--- config.mk ---
export PLATFORM = sky130hd
export DESIGN_NAME = tpc_timer
export DESIGN_NICKNAME = d
export VERILOG_FILES = /design/src/tpc_pkg.sv /design/src/tpc_prescaler.sv /design/src/tpc_timer.sv
export SDC_FILE = /design/constraint.sdc
export NUM_CORES = 1
export LEC_CHECK = 0
export ABC_AREA = 0
export BUFFER_PORTS_ARGS = -buffer_cell sky130_fd_sc_hd__buf_2
export CAP_MARGIN = 20
export CORE_MARGIN = 2
export CORE_UTILIZATION = 40
export CTS_CLUSTER_SIZE = 30
export DETAILED_ROUTE_END_ITERATION = 6
export PLACE_DENSITY_LB_ADDON = 0.2
export SLEW_MARGIN = 0
export SYNTH_ARGS = -nofsm -noshare
export SYNTH_HDL_FRONTEND = slang
export SYNTH_SLANG_ARGS = --single-unit
export TNS_END_PERCENT = 30
--- constraint.sdc ---
create_clock -name clock -period 2.3 [get_ports clock]
set_clock_uncertainty 0.15 [all_clocks]
set_input_delay 0.115 -clock clock [delete_from_list [all_inputs] [get_ports clock]]
set_output_delay 0.115 -clock clock [all_outputs]
set_load 0.005 [all_outputs]
--- src/tpc_pkg.sv ---
// constants, field layouts and types of the 16-bit timer with pwm and capture
// assumes one 20 MHz clock and an ahb-lite register bus with 32-bit data
package tpc_pkg;
    // ==========================================================
    // widths
    localparam int DATA_W = 32;
    localparam int CNT_W = 16;
    localparam int PRE_W = 10;
    localparam int EV_W = 3;
    // ==========================================================
    // register indices, byte address is index times four
    localparam logic [7:0] IDX_CONTROL = 8'hC2;
    localparam logic [7:0] IDX_IRQ_FLAGS = 8'hC3;
    localparam logic [7:0] IDX_COUNT_LOW = 8'hC4;
    localparam logic [7:0] IDX_COUNT_HIGH = 8'hC5;
    localparam logic [7:0] IDX_COMPARE_LOW = 8'hC6;
    localparam logic [7:0] IDX_COMPARE_HIGH = 8'hC7;
    localparam logic [7:0] IDX_CAPTURE_CFG = 8'hC8;
    localparam logic [7:0] IDX_IRQ_STATUS = 8'hC9;
    localparam logic [7:0] IDX_IRQ_CLEAR = 8'hCA;
    localparam logic [7:0] IDX_IRQ_ENABLE = 8'hCB;
    localparam int IDX_LSB = 2;
    localparam int IDX_MSB = 9;
    // ==========================================================
    // field positions
    localparam int CTL_EN_BIT = 7;
    localparam int CTL_OE_BIT = 6;
    localparam int CTL_MODE_MSB = 5;
    localparam int CTL_MODE_LSB = 4;
    localparam int CTL_CLK_MSB = 3;
    localparam int CTL_CLK_LSB = 1;
    localparam int CTL_CLEAR_BIT = 0;
    localparam int FLAG_OVF_BIT = 5;
    localparam int FLAG_MATCH_BIT = 3;
    localparam int CFG_EDGE_BIT = 0;
    localparam int CFG_POL_BIT = 1;
    localparam int EV_MATCH = 0;
    localparam int EV_OVF = 1;
    localparam int EV_CAP = 2;
    // ==========================================================
    // reset values and limits
    localparam logic [7:0] RST_CONTROL = 8'h00;
    localparam logic [7:0] RST_COMPARE_BYTE = 8'hFF;
    localparam logic [15:0] RST_COUNT = 16'h0000;
    localparam logic [15:0] RST_CAPTURE = 16'h0000;
    localparam logic [15:0] CNT_MAX = 16'hFFFF;
    localparam logic [1:0] RST_CFG = 2'h0;
    localparam logic [2:0] RST_EV = 3'h0;
    localparam logic [31:0] RD_ZERO = 32'h00000000;
    localparam logic HRESP_OKAY = 1'b0;
    // ==========================================================
    // types
    typedef enum logic [1:0] {
        TPC_MODE_TIMER = 2'b00,
        TPC_MODE_PWM = 2'b01,
        TPC_MODE_CAPTURE = 2'b10,
        TPC_MODE_CAPTURE_ALT = 2'b11
    } tpc_mode_t;
    typedef enum logic [2:0] {
        TPC_CLK_DIV1 = 3'b000,
        TPC_CLK_DIV2 = 3'b001,
        TPC_CLK_DIV16 = 3'b010,
        TPC_CLK_DIV64 = 3'b011,
        TPC_CLK_DIV256 = 3'b100,
        TPC_CLK_DIV512 = 3'b101,
        TPC_CLK_DIV1024 = 3'b110,
        TPC_CLK_EXT = 3'b111
    } tpc_clk_sel_t;
    // prescaler masks, tick when the masked count is all ones
    localparam logic [9:0] MASK_DIV1 = 10'h000;
    localparam logic [9:0] MASK_DIV2 = 10'h001;
    localparam logic [9:0] MASK_DIV16 = 10'h00F;
    localparam logic [9:0] MASK_DIV64 = 10'h03F;
    localparam logic [9:0] MASK_DIV256 = 10'h0FF;
    localparam logic [9:0] MASK_DIV512 = 10'h1FF;
    localparam logic [9:0] MASK_DIV1024 = 10'h3FF;
endpackage

--- src/tpc_prescaler.sv ---
// count clock source for the timer: divider chain or external edge
// assumes ext_rise is already synchronised, one cycle wide
`timescale 1ns/1ns
module tpc_prescaler (
    // clock and reset
    input wire logic clock,
    input wire logic rst_n,
    // control
    input wire logic run,
    input wire logic [2:0] clk_sel,
    input wire logic ext_rise,
    // result
    output logic tick
);
    import tpc_pkg::*;
    logic [PRE_W-1:0] pre;
    logic [PRE_W-1:0] next_pre;
    logic [PRE_W-1:0] mask;

    // ==========================================================
    // divider chain
    always_comb begin
        next_pre = run ? PRE_W'(pre + 1'b1) : '0;
        mask = MASK_DIV1;
        case (tpc_clk_sel_t'(clk_sel))
            TPC_CLK_DIV1: mask = MASK_DIV1;
            TPC_CLK_DIV2: mask = MASK_DIV2;
            TPC_CLK_DIV16: mask = MASK_DIV16;
            TPC_CLK_DIV64: mask = MASK_DIV64;
            TPC_CLK_DIV256: mask = MASK_DIV256;
            TPC_CLK_DIV512: mask = MASK_DIV512;
            TPC_CLK_DIV1024: mask = MASK_DIV1024;
            default: mask = MASK_DIV1;
        endcase
        if (tpc_clk_sel_t'(clk_sel) == TPC_CLK_EXT) begin
            tick = run & ext_rise;
        end else begin
            tick = run & ((pre & mask) == mask);
        end
    end

    always_ff @(posedge clock or negedge rst_n) begin
        if (!rst_n) begin
            pre <= '0;
        end else begin
            pre <= next_pre;
        end
    end
endmodule

--- src/tpc_timer.sv ---
// 16-bit timer with compare output, pwm and input capture, ahb-lite slave
// assumes pins come from outside the clock domain, irq_ack from same clock
`timescale 1ns/1ns
module tpc_timer (
    // clock and reset
    input wire logic clock,
    input wire logic rst_n,
    // ahb-lite slave
    input wire logic hsel,
    input wire logic [tpc_pkg::DATA_W-1:0] haddr,
    input wire logic [1:0] htrans,
    input wire logic hwrite,
    input wire logic [2:0] hsize,
    input wire logic [tpc_pkg::DATA_W-1:0] hwdata,
    input wire logic hready,
    output logic hreadyout,
    output logic hresp,
    output logic [tpc_pkg::DATA_W-1:0] hrdata,
    // pins
    input wire logic external_clock_pin,
    input wire logic capture_trigger_input,
    output logic timer_output_pin,
    // interrupt controller
    input wire logic irq_ack,
    output logic irq
);
    import tpc_pkg::*;

    // ==========================================================
    // state
    logic dp_valid;
    logic dp_write;
    logic dp_hit;
    logic [7:0] dp_idx;
    logic [7:0] control;
    logic [15:0] compare;
    logic [15:0] count;
    logic [15:0] captured;
    logic flag_match;
    logic flag_ovf;
    logic [1:0] cap_cfg;
    logic [EV_W-1:0] status;
    logic [EV_W-1:0] irq_en;
    logic out_toggle;
    logic ext_s1;
    logic ext_s2;
    logic ext_s3;
    logic trg_s1;
    logic trg_s2;
    logic trg_prev;
    logic next_dp_valid;
    logic next_dp_write;
    logic next_dp_hit;
    logic [7:0] next_dp_idx;
    logic [DATA_W-1:0] next_hrdata;
    logic [7:0] next_control;
    logic [15:0] next_compare;
    logic [15:0] next_count;
    logic [15:0] next_captured;
    logic next_flag_match;
    logic next_flag_ovf;
    logic [1:0] next_cap_cfg;
    logic [EV_W-1:0] next_status;
    logic [EV_W-1:0] next_irq_en;
    logic next_out_toggle;
    logic next_pin;
    logic next_irq;
    logic next_trg_prev;

    // ==========================================================
    // decoded terms
    logic enabled;
    logic out_en;
    logic is_pwm;
    logic is_cap;
    logic tick;
    logic ext_rise;
    logic at_match;
    logic ev_match;
    logic ev_ovf;
    logic ev_cap;
    logic trg_active;
    logic wr;
    logic [7:0] wbyte;
    logic clear_wr;
    logic ap_take;
    logic ap_hit;
    logic [7:0] ap_idx;
    logic [DATA_W-1:0] rd_val;
    logic [EV_W-1:0] ev_vec;

    assign enabled = control[CTL_EN_BIT];
    assign out_en = control[CTL_OE_BIT];
    assign is_pwm = tpc_mode_t'(control[CTL_MODE_MSB:CTL_MODE_LSB]) == TPC_MODE_PWM;
    assign is_cap = control[CTL_MODE_MSB];
    assign ext_rise = ext_s2 & ~ext_s3;
    assign hreadyout = 1'b1;
    assign hresp = HRESP_OKAY;

    // ==========================================================
    // count clock source
    tpc_prescaler u_prescaler (
        .clock(clock),
        .rst_n(rst_n),
        .run(enabled),
        .clk_sel(control[CTL_CLK_MSB:CTL_CLK_LSB]),
        .ext_rise(ext_rise),
        .tick(tick)
    );

    // ==========================================================
    // next-state logic
    always_comb begin
        // bus address phase
        ap_take = hsel & htrans[1] & hready;
        ap_idx = haddr[IDX_MSB:IDX_LSB];
        ap_hit = (haddr[DATA_W-1:IDX_MSB+1] == '0) & (haddr[IDX_LSB-1:0] == '0);
        next_dp_valid = ap_take;
        next_dp_write = hwrite;
        next_dp_hit = ap_hit;
        next_dp_idx = ap_idx;
        wr = dp_valid & dp_write & dp_hit;
        wbyte = hwdata[7:0];
        clear_wr = wr & (dp_idx == IDX_CONTROL) & wbyte[CTL_CLEAR_BIT];

        // read mux, unmapped reads give zero
        rd_val = RD_ZERO;
        if (!ap_hit) begin
            rd_val = RD_ZERO;
        end else if (ap_idx == IDX_CONTROL) begin
            rd_val[7:0] = control;
        end else if (ap_idx == IDX_IRQ_FLAGS) begin
            rd_val[FLAG_MATCH_BIT] = flag_match;
            rd_val[FLAG_OVF_BIT] = flag_ovf;
        end else if (ap_idx == IDX_COUNT_LOW) begin
            rd_val[7:0] = count[7:0];
        end else if (ap_idx == IDX_COUNT_HIGH) begin
            rd_val[7:0] = count[15:8];
        end else if (ap_idx == IDX_COMPARE_LOW) begin
            rd_val[7:0] = is_cap ? captured[7:0] : compare[7:0];
        end else if (ap_idx == IDX_COMPARE_HIGH) begin
            rd_val[7:0] = is_cap ? captured[15:8] : compare[15:8];
        end else if (ap_idx == IDX_CAPTURE_CFG) begin
            rd_val[1:0] = cap_cfg;
        end else if (ap_idx == IDX_IRQ_STATUS) begin
            rd_val[EV_W-1:0] = status;
        end else if (ap_idx == IDX_IRQ_ENABLE) begin
            rd_val[EV_W-1:0] = irq_en;
        end
        next_hrdata = (ap_take & ~hwrite) ? rd_val : RD_ZERO;

        // register writes, clear bit never stored
        next_control = control;
        next_compare = compare;
        next_cap_cfg = cap_cfg;
        next_irq_en = irq_en;
        if (wr & (dp_idx == IDX_CONTROL)) begin
            next_control = wbyte;
            next_control[CTL_CLEAR_BIT] = 1'b0;
        end
        if (wr & (dp_idx == IDX_COMPARE_LOW)) begin
            next_compare[7:0] = wbyte;
        end
        if (wr & (dp_idx == IDX_COMPARE_HIGH)) begin
            next_compare[15:8] = wbyte;
        end
        if (wr & (dp_idx == IDX_CAPTURE_CFG)) begin
            next_cap_cfg = wbyte[1:0];
        end
        if (wr & (dp_idx == IDX_IRQ_ENABLE)) begin
            next_irq_en = wbyte[EV_W-1:0];
        end

        // counter
        at_match = count == compare;
        ev_match = enabled & tick & at_match;
        ev_ovf = enabled & tick & is_pwm & (count == CNT_MAX);
        next_count = count;
        if (enabled & tick) begin
            if (!is_pwm & at_match) begin
                next_count = RST_COUNT;
            end else begin
                next_count = CNT_W'(count + 1'b1);
            end
        end
        if (clear_wr) begin
            next_count = RST_COUNT;
        end

        // capture trigger, level or edge of chosen polarity
        trg_active = cap_cfg[CFG_POL_BIT] ? trg_s2 : ~trg_s2;
        next_trg_prev = trg_active;
        if (cap_cfg[CFG_EDGE_BIT]) begin
            ev_cap = enabled & is_cap & trg_active & ~trg_prev;
        end else begin
            ev_cap = enabled & is_cap & trg_active;
        end
        next_captured = ev_cap ? count : captured;

        // output pin
        next_out_toggle = out_toggle;
        if (!enabled) begin
            next_out_toggle = 1'b0;
        end else if (ev_match) begin
            next_out_toggle = ~out_toggle;
        end
        next_pin = 1'b0;
        if (enabled & out_en & !is_cap) begin
            if (is_pwm) begin
                next_pin = count < compare;
            end else begin
                next_pin = out_toggle;
            end
        end

        // flags, set wins over any clear
        next_flag_match = flag_match;
        next_flag_ovf = flag_ovf;
        if (irq_ack) begin
            next_flag_match = 1'b0;
            next_flag_ovf = 1'b0;
        end
        if (wr & (dp_idx == IDX_IRQ_FLAGS)) begin
            if (!wbyte[FLAG_MATCH_BIT]) begin
                next_flag_match = 1'b0;
            end
            if (!wbyte[FLAG_OVF_BIT]) begin
                next_flag_ovf = 1'b0;
            end
        end
        if (ev_match) begin
            next_flag_match = 1'b1;
        end
        if (ev_ovf) begin
            next_flag_ovf = 1'b1;
        end

        // sticky status, write-one clear, masked level
        ev_vec = RST_EV;
        ev_vec[EV_MATCH] = ev_match;
        ev_vec[EV_OVF] = ev_ovf;
        ev_vec[EV_CAP] = ev_cap;
        next_status = status;
        if (wr & (dp_idx == IDX_IRQ_CLEAR)) begin
            next_status = status & ~wbyte[EV_W-1:0];
        end
        next_status = next_status | ev_vec;
        next_irq = |(next_status & next_irq_en);
    end

    // ==========================================================
    // registers
    always_ff @(posedge clock or negedge rst_n) begin
        if (!rst_n) begin
            dp_valid <= 1'b0;
            dp_write <= 1'b0;
            dp_hit <= 1'b0;
            dp_idx <= '0;
            hrdata <= RD_ZERO;
            control <= RST_CONTROL;
            compare <= {RST_COMPARE_BYTE, RST_COMPARE_BYTE};
            count <= RST_COUNT;
            captured <= RST_CAPTURE;
            flag_match <= 1'b0;
            flag_ovf <= 1'b0;
            cap_cfg <= RST_CFG;
            status <= RST_EV;
            irq_en <= RST_EV;
            out_toggle <= 1'b0;
            timer_output_pin <= 1'b0;
            irq <= 1'b0;
            ext_s1 <= 1'b0;
            ext_s2 <= 1'b0;
            ext_s3 <= 1'b0;
            trg_s1 <= 1'b0;
            trg_s2 <= 1'b0;
            trg_prev <= 1'b0;
        end else begin
            dp_valid <= next_dp_valid;
            dp_write <= next_dp_write;
            dp_hit <= next_dp_hit;
            dp_idx <= next_dp_idx;
            hrdata <= next_hrdata;
            control <= next_control;
            compare <= next_compare;
            count <= next_count;
            captured <= next_captured;
            flag_match <= next_flag_match;
            flag_ovf <= next_flag_ovf;
            cap_cfg <= next_cap_cfg;
            status <= next_status;
            irq_en <= next_irq_en;
            out_toggle <= next_out_toggle;
            timer_output_pin <= next_pin;
            irq <= next_irq;
            ext_s1 <= external_clock_pin;
            ext_s2 <= ext_s1;
            ext_s3 <= ext_s2;
            trg_s1 <= capture_trigger_input;
            trg_s2 <= trg_s1;
            trg_prev <= next_trg_prev;
        end
    end
endmodule

==> results.md <==
* Startpoint types: register
* Vias/cell at between 5 and 6
* Relative slew margins at 0.602
* Number of flops mapped to enable cells by yosys at 0
* Clock buffer depth at 2
* H-tree levels at 3
* Synth warn at 0
* Most used cell, CP: nand3_1
* Worst hold slack at around 0.022 ns
* Sequential fraction of the synthesis area at 0.467
* Worst slew pin tran at 0.596 ns
* CP required at 2.45 ns
* Vias in the first global route at between 4000 and 5000
* Mapped cell area at approximately 5600 um2
* Total number of vias at roughly 4600
* Die width at 122 um
* Crit path cell chain: ha_1 -> nand3_1 -> nor4_1 -> buf_4 -> nand3_1 -> a21boi_0 -> a211o_1
* Clk_lat worst skew at 0.36 ns
* Drc violations at 0
* # setup viols final at 0
* Layout cells sized above 1 at 0.286
* WL/cell at between 15 and 20 um
* DP Worst Slack at about 0.014 ns
* Synth Instances at around 550
* WL final at 15000 um
* Row count at between 40 and 50
* Clock buffer count from CTS at 9
* Max-slew violations at 0
* Layout Utilization at 0.498
* Chip Height at approximately 120 um
* CTS tree: yes
* Footprint of the multi-input gates at roughly 2700 um2
* P_leak at 0.00317 uW
* Max-capacitance violation count at 0
* CP max-delay cell: nor4_1
* Total Routing Usage GR at 0.216
* Die area at between 10000 and 15000 um2
* Critical path class: reg -> reg
* Starting Density at 0.405
* RePlAce Congestion at 0.904
* Crit path max fanout at 5
* Nets at between 700 and 800
* Min setup slack post-route at ~0.053 ns
* Peak Freq at between 400 and 500 MHz
* Worst path arrival time at about 2.4 ns
* Status: complete, no violations
* Min-delay worst type: in -> reg
* DRT iter0 DRCs at between 300 and 400
* Largest net degree at the start of global routing at 45
* TritonRoute pass-1 iters at 6
* Storage cell area at 2600 um2
* Netlist cell types at 60
* # port buffers at 58
* Shortest period the worst path allows at 2.25 ns
* Diodes inserted at 0
* First-pass GRT wire length at roughly 24000 um
* Final worst-path cycle share at 0.977
* RSZ-0062 raised after global routing: yes
* Syn Area/Cell at 10.0 um2
* HPWL after DPL at between 10000 and 15000 um
* VDD IR max at 0.370 mV
* Syn-to-layout area delta at 22.9%
* Initial antenna violation count at 0
* Top FF cell, synth: dfrtp_1
* Clock root buffer: clkbuf_16
* Core area at about 14000 um2
* PwrDens at between 500 and 600 nW/um2
* Slowest cell delay on critical path at approximately 0.5 ns
* Ys async rst share at 1.00
* Element type at the critical path end: register
* Ports at 113
* Seq cells post-synth at approximately 100
* Hold Violations, Final at 0
* GR Overflow Total at 0
* Post-DRT Antenna Nets at 0
* Clock Sinks at between 100 and 150
* Clk slew on worst S/H paths at approximately 0.07 ns
* Fillers at roughly 1300
Yosys cell counts (5+ instances only):
cell type   n  area (um2)
o31ai_1     8        60.1
mux2_2     36         405
a211oi_1    9        67.6
nor2b_1     7        43.8
buf_2       5        25.0
o211ai_1    8        60.1
nor4_1     10        62.6
clkbuf_1   12        45.0
nand2b_1    6        37.5
buf_4      28         210
dfstp_2    16         420
and3_1     14        87.6
nor2_1     32         120
nand4_1    14        87.6
mux2i_1     5        50.1
nand2_1    61         229
xor2_1      5        43.8
a21o_1      5        37.5
nand3_1    21         105
nor3_1     10        50.1
inv_1      20        75.1
dfrtp_1    87        2180
ha_1       18         225
a21oi_1     9        45.0
o21ai_0    44         220
worst paths after layout:
kind	start	depth (start not counted)	end	slack (ns)
setup / recovery	count[1]$_DFFE_PN0P_	7	irq$_DFF_PN0_	0.05
hold / removal	haddr[2]	2	dp_idx[0]$_DFF_PN0_	0.02
setup reg to reg	count[1]$_DFFE_PN0P_	7	irq$_DFF_PN0_	0.05
hold reg to reg	trg_s1$_DFF_PN0_	0	trg_s2$_DFF_PN0_	0.21
max in group asynchronous	rst_n	3	control[1]$_DFFE_PN0P_	1.10
min in group asynchronous	rst_n	2	captured[8]$_DFFE_PN0P_	0.15
sequential cells by signal (all words and copies together) (netlist names), 2 cells and up:
| register | count |
|---|---|
| cap_cfg | 2 |
| captured | 16 |
| compare | 16 |
| control | 7 |
| count | 16 |
| dp_idx | 8 |
| hrdata | 8 |
| irq_en | 3 |
| status | 3 |
| u_prescaler.pre | 10 |
routing by layer:
| metal | global-route usage | vias to the layer above | wire [um] |
|---|---|---|---|
| met5 | 0 | - | 0 |
| met4 | 0.0589 | 0 | 242 |
| met3 | 0.0492 | 17 | 774 |
| met2 | 0.359 | 135 | 7390 |
| met1 | 0.286 | 2258 | 6590 |
| li1 | - | 2196 | - |
stage by stage:
stage | total power, uW | area [um2] | TNS [ns] | instances
2_1_floorplan | 2300 | 5650 | 0 | 578
3_3_place_gp | 2510 | 6310 | 0 | 823
3_5_place_dp | 2530 | 6310 | 0 | 823
4_1_cts | 3960 | 6820 | -0.00207 | 862
5_1_grt | 4120 | 6840 | -0.0104 | 862
6_report | 3910 | 6840 | 0 | 862
cell usage in the layout, fill, tap and decap left out, types with 8 or more instances in the layout:
cell type | netlist | layout
nor2_1 | 32 | 30
buf_4 | 28 | 49
nand2_1 | 61 | 61
dlygate4sd3_1 | 0 | 24
nand4_1 | 14 | 14
inv_1 | 20 | 20
nor4_1 | 10 | 10
buf_2 | 5 | 57
clkbuf_16 | 0 | 9
and3_1 | 14 | 14
o31ai_1 | 8 | 8
nor3_1 | 10 | 10
dfrtp_1 | 87 | 85
nand3_1 | 21 | 21
ha_1 | 18 | 18
a211oi_1 | 9 | 9
dfstp_2 | 16 | 16
mux2_2 | 36 | 36
o21ai_0 | 44 | 37
a21oi_1 | 9 | 9
o211ai_1 | 8 | 8
conb_1 | 2 | 26
cell type report:
cell class | instances | share of cell area
Clock buffer | 9 | 0.0329
Clock inverter | 6 | 0.00567
Inverter | 21 | 0.0115
Multi-Input combinational cell | 408 | 0.394
Sequential cell | 103 | 0.380
Tap cell | 180 | 0.0329
Timing Repair Buffer | 135 | 0.143
kinds of logic after synthesis:
group | Yosys count | share of synthesized area
compound gates | 109 | 0.126
buf+inv | 67 | 0.0666
xor+xnor | 9 | 0.0142
flops | 103 | 0.467
other cells | 2 | 0.00135
mux | 44 | 0.0941
simple gates | 202 | 0.190
fa+ha+maj | 18 | 0.0405
repair_timing:
action | in CTS | in global routing
hold buffers | 24 | 0
gates resized for setup | 2 | 14
setup buffers | 0 | 0
hold endpoints to repair | 87 | 0
pin swaps | 0 | 5
endpoints found under the setup margin | 6 | 17
report_power, final:
| group | total [uW] | internal, uW | switching (uW) |
|---|---|---|---|
| Sequential | 1980 | 1900 | 80.1 |
| Combinational | 546 | 254 | 293 |
| Clock | 1380 | 723 | 661 |
worst max-delay path, delay by kind of cell, from the launching register on:
| family | cells | cell delay, ns |
|---|---|---|
| adder cells (fa/ha/maj) | 1 | 0.24 |
| AO/OA/AOI/OAI | 2 | 0.40 |
| flip-flops | 1 | 0.42 |
| AND/OR/NAND/NOR | 3 | 0.78 |
| buffers and inverters | 1 | 0.21 |
(Power assumes the default switching activity.)
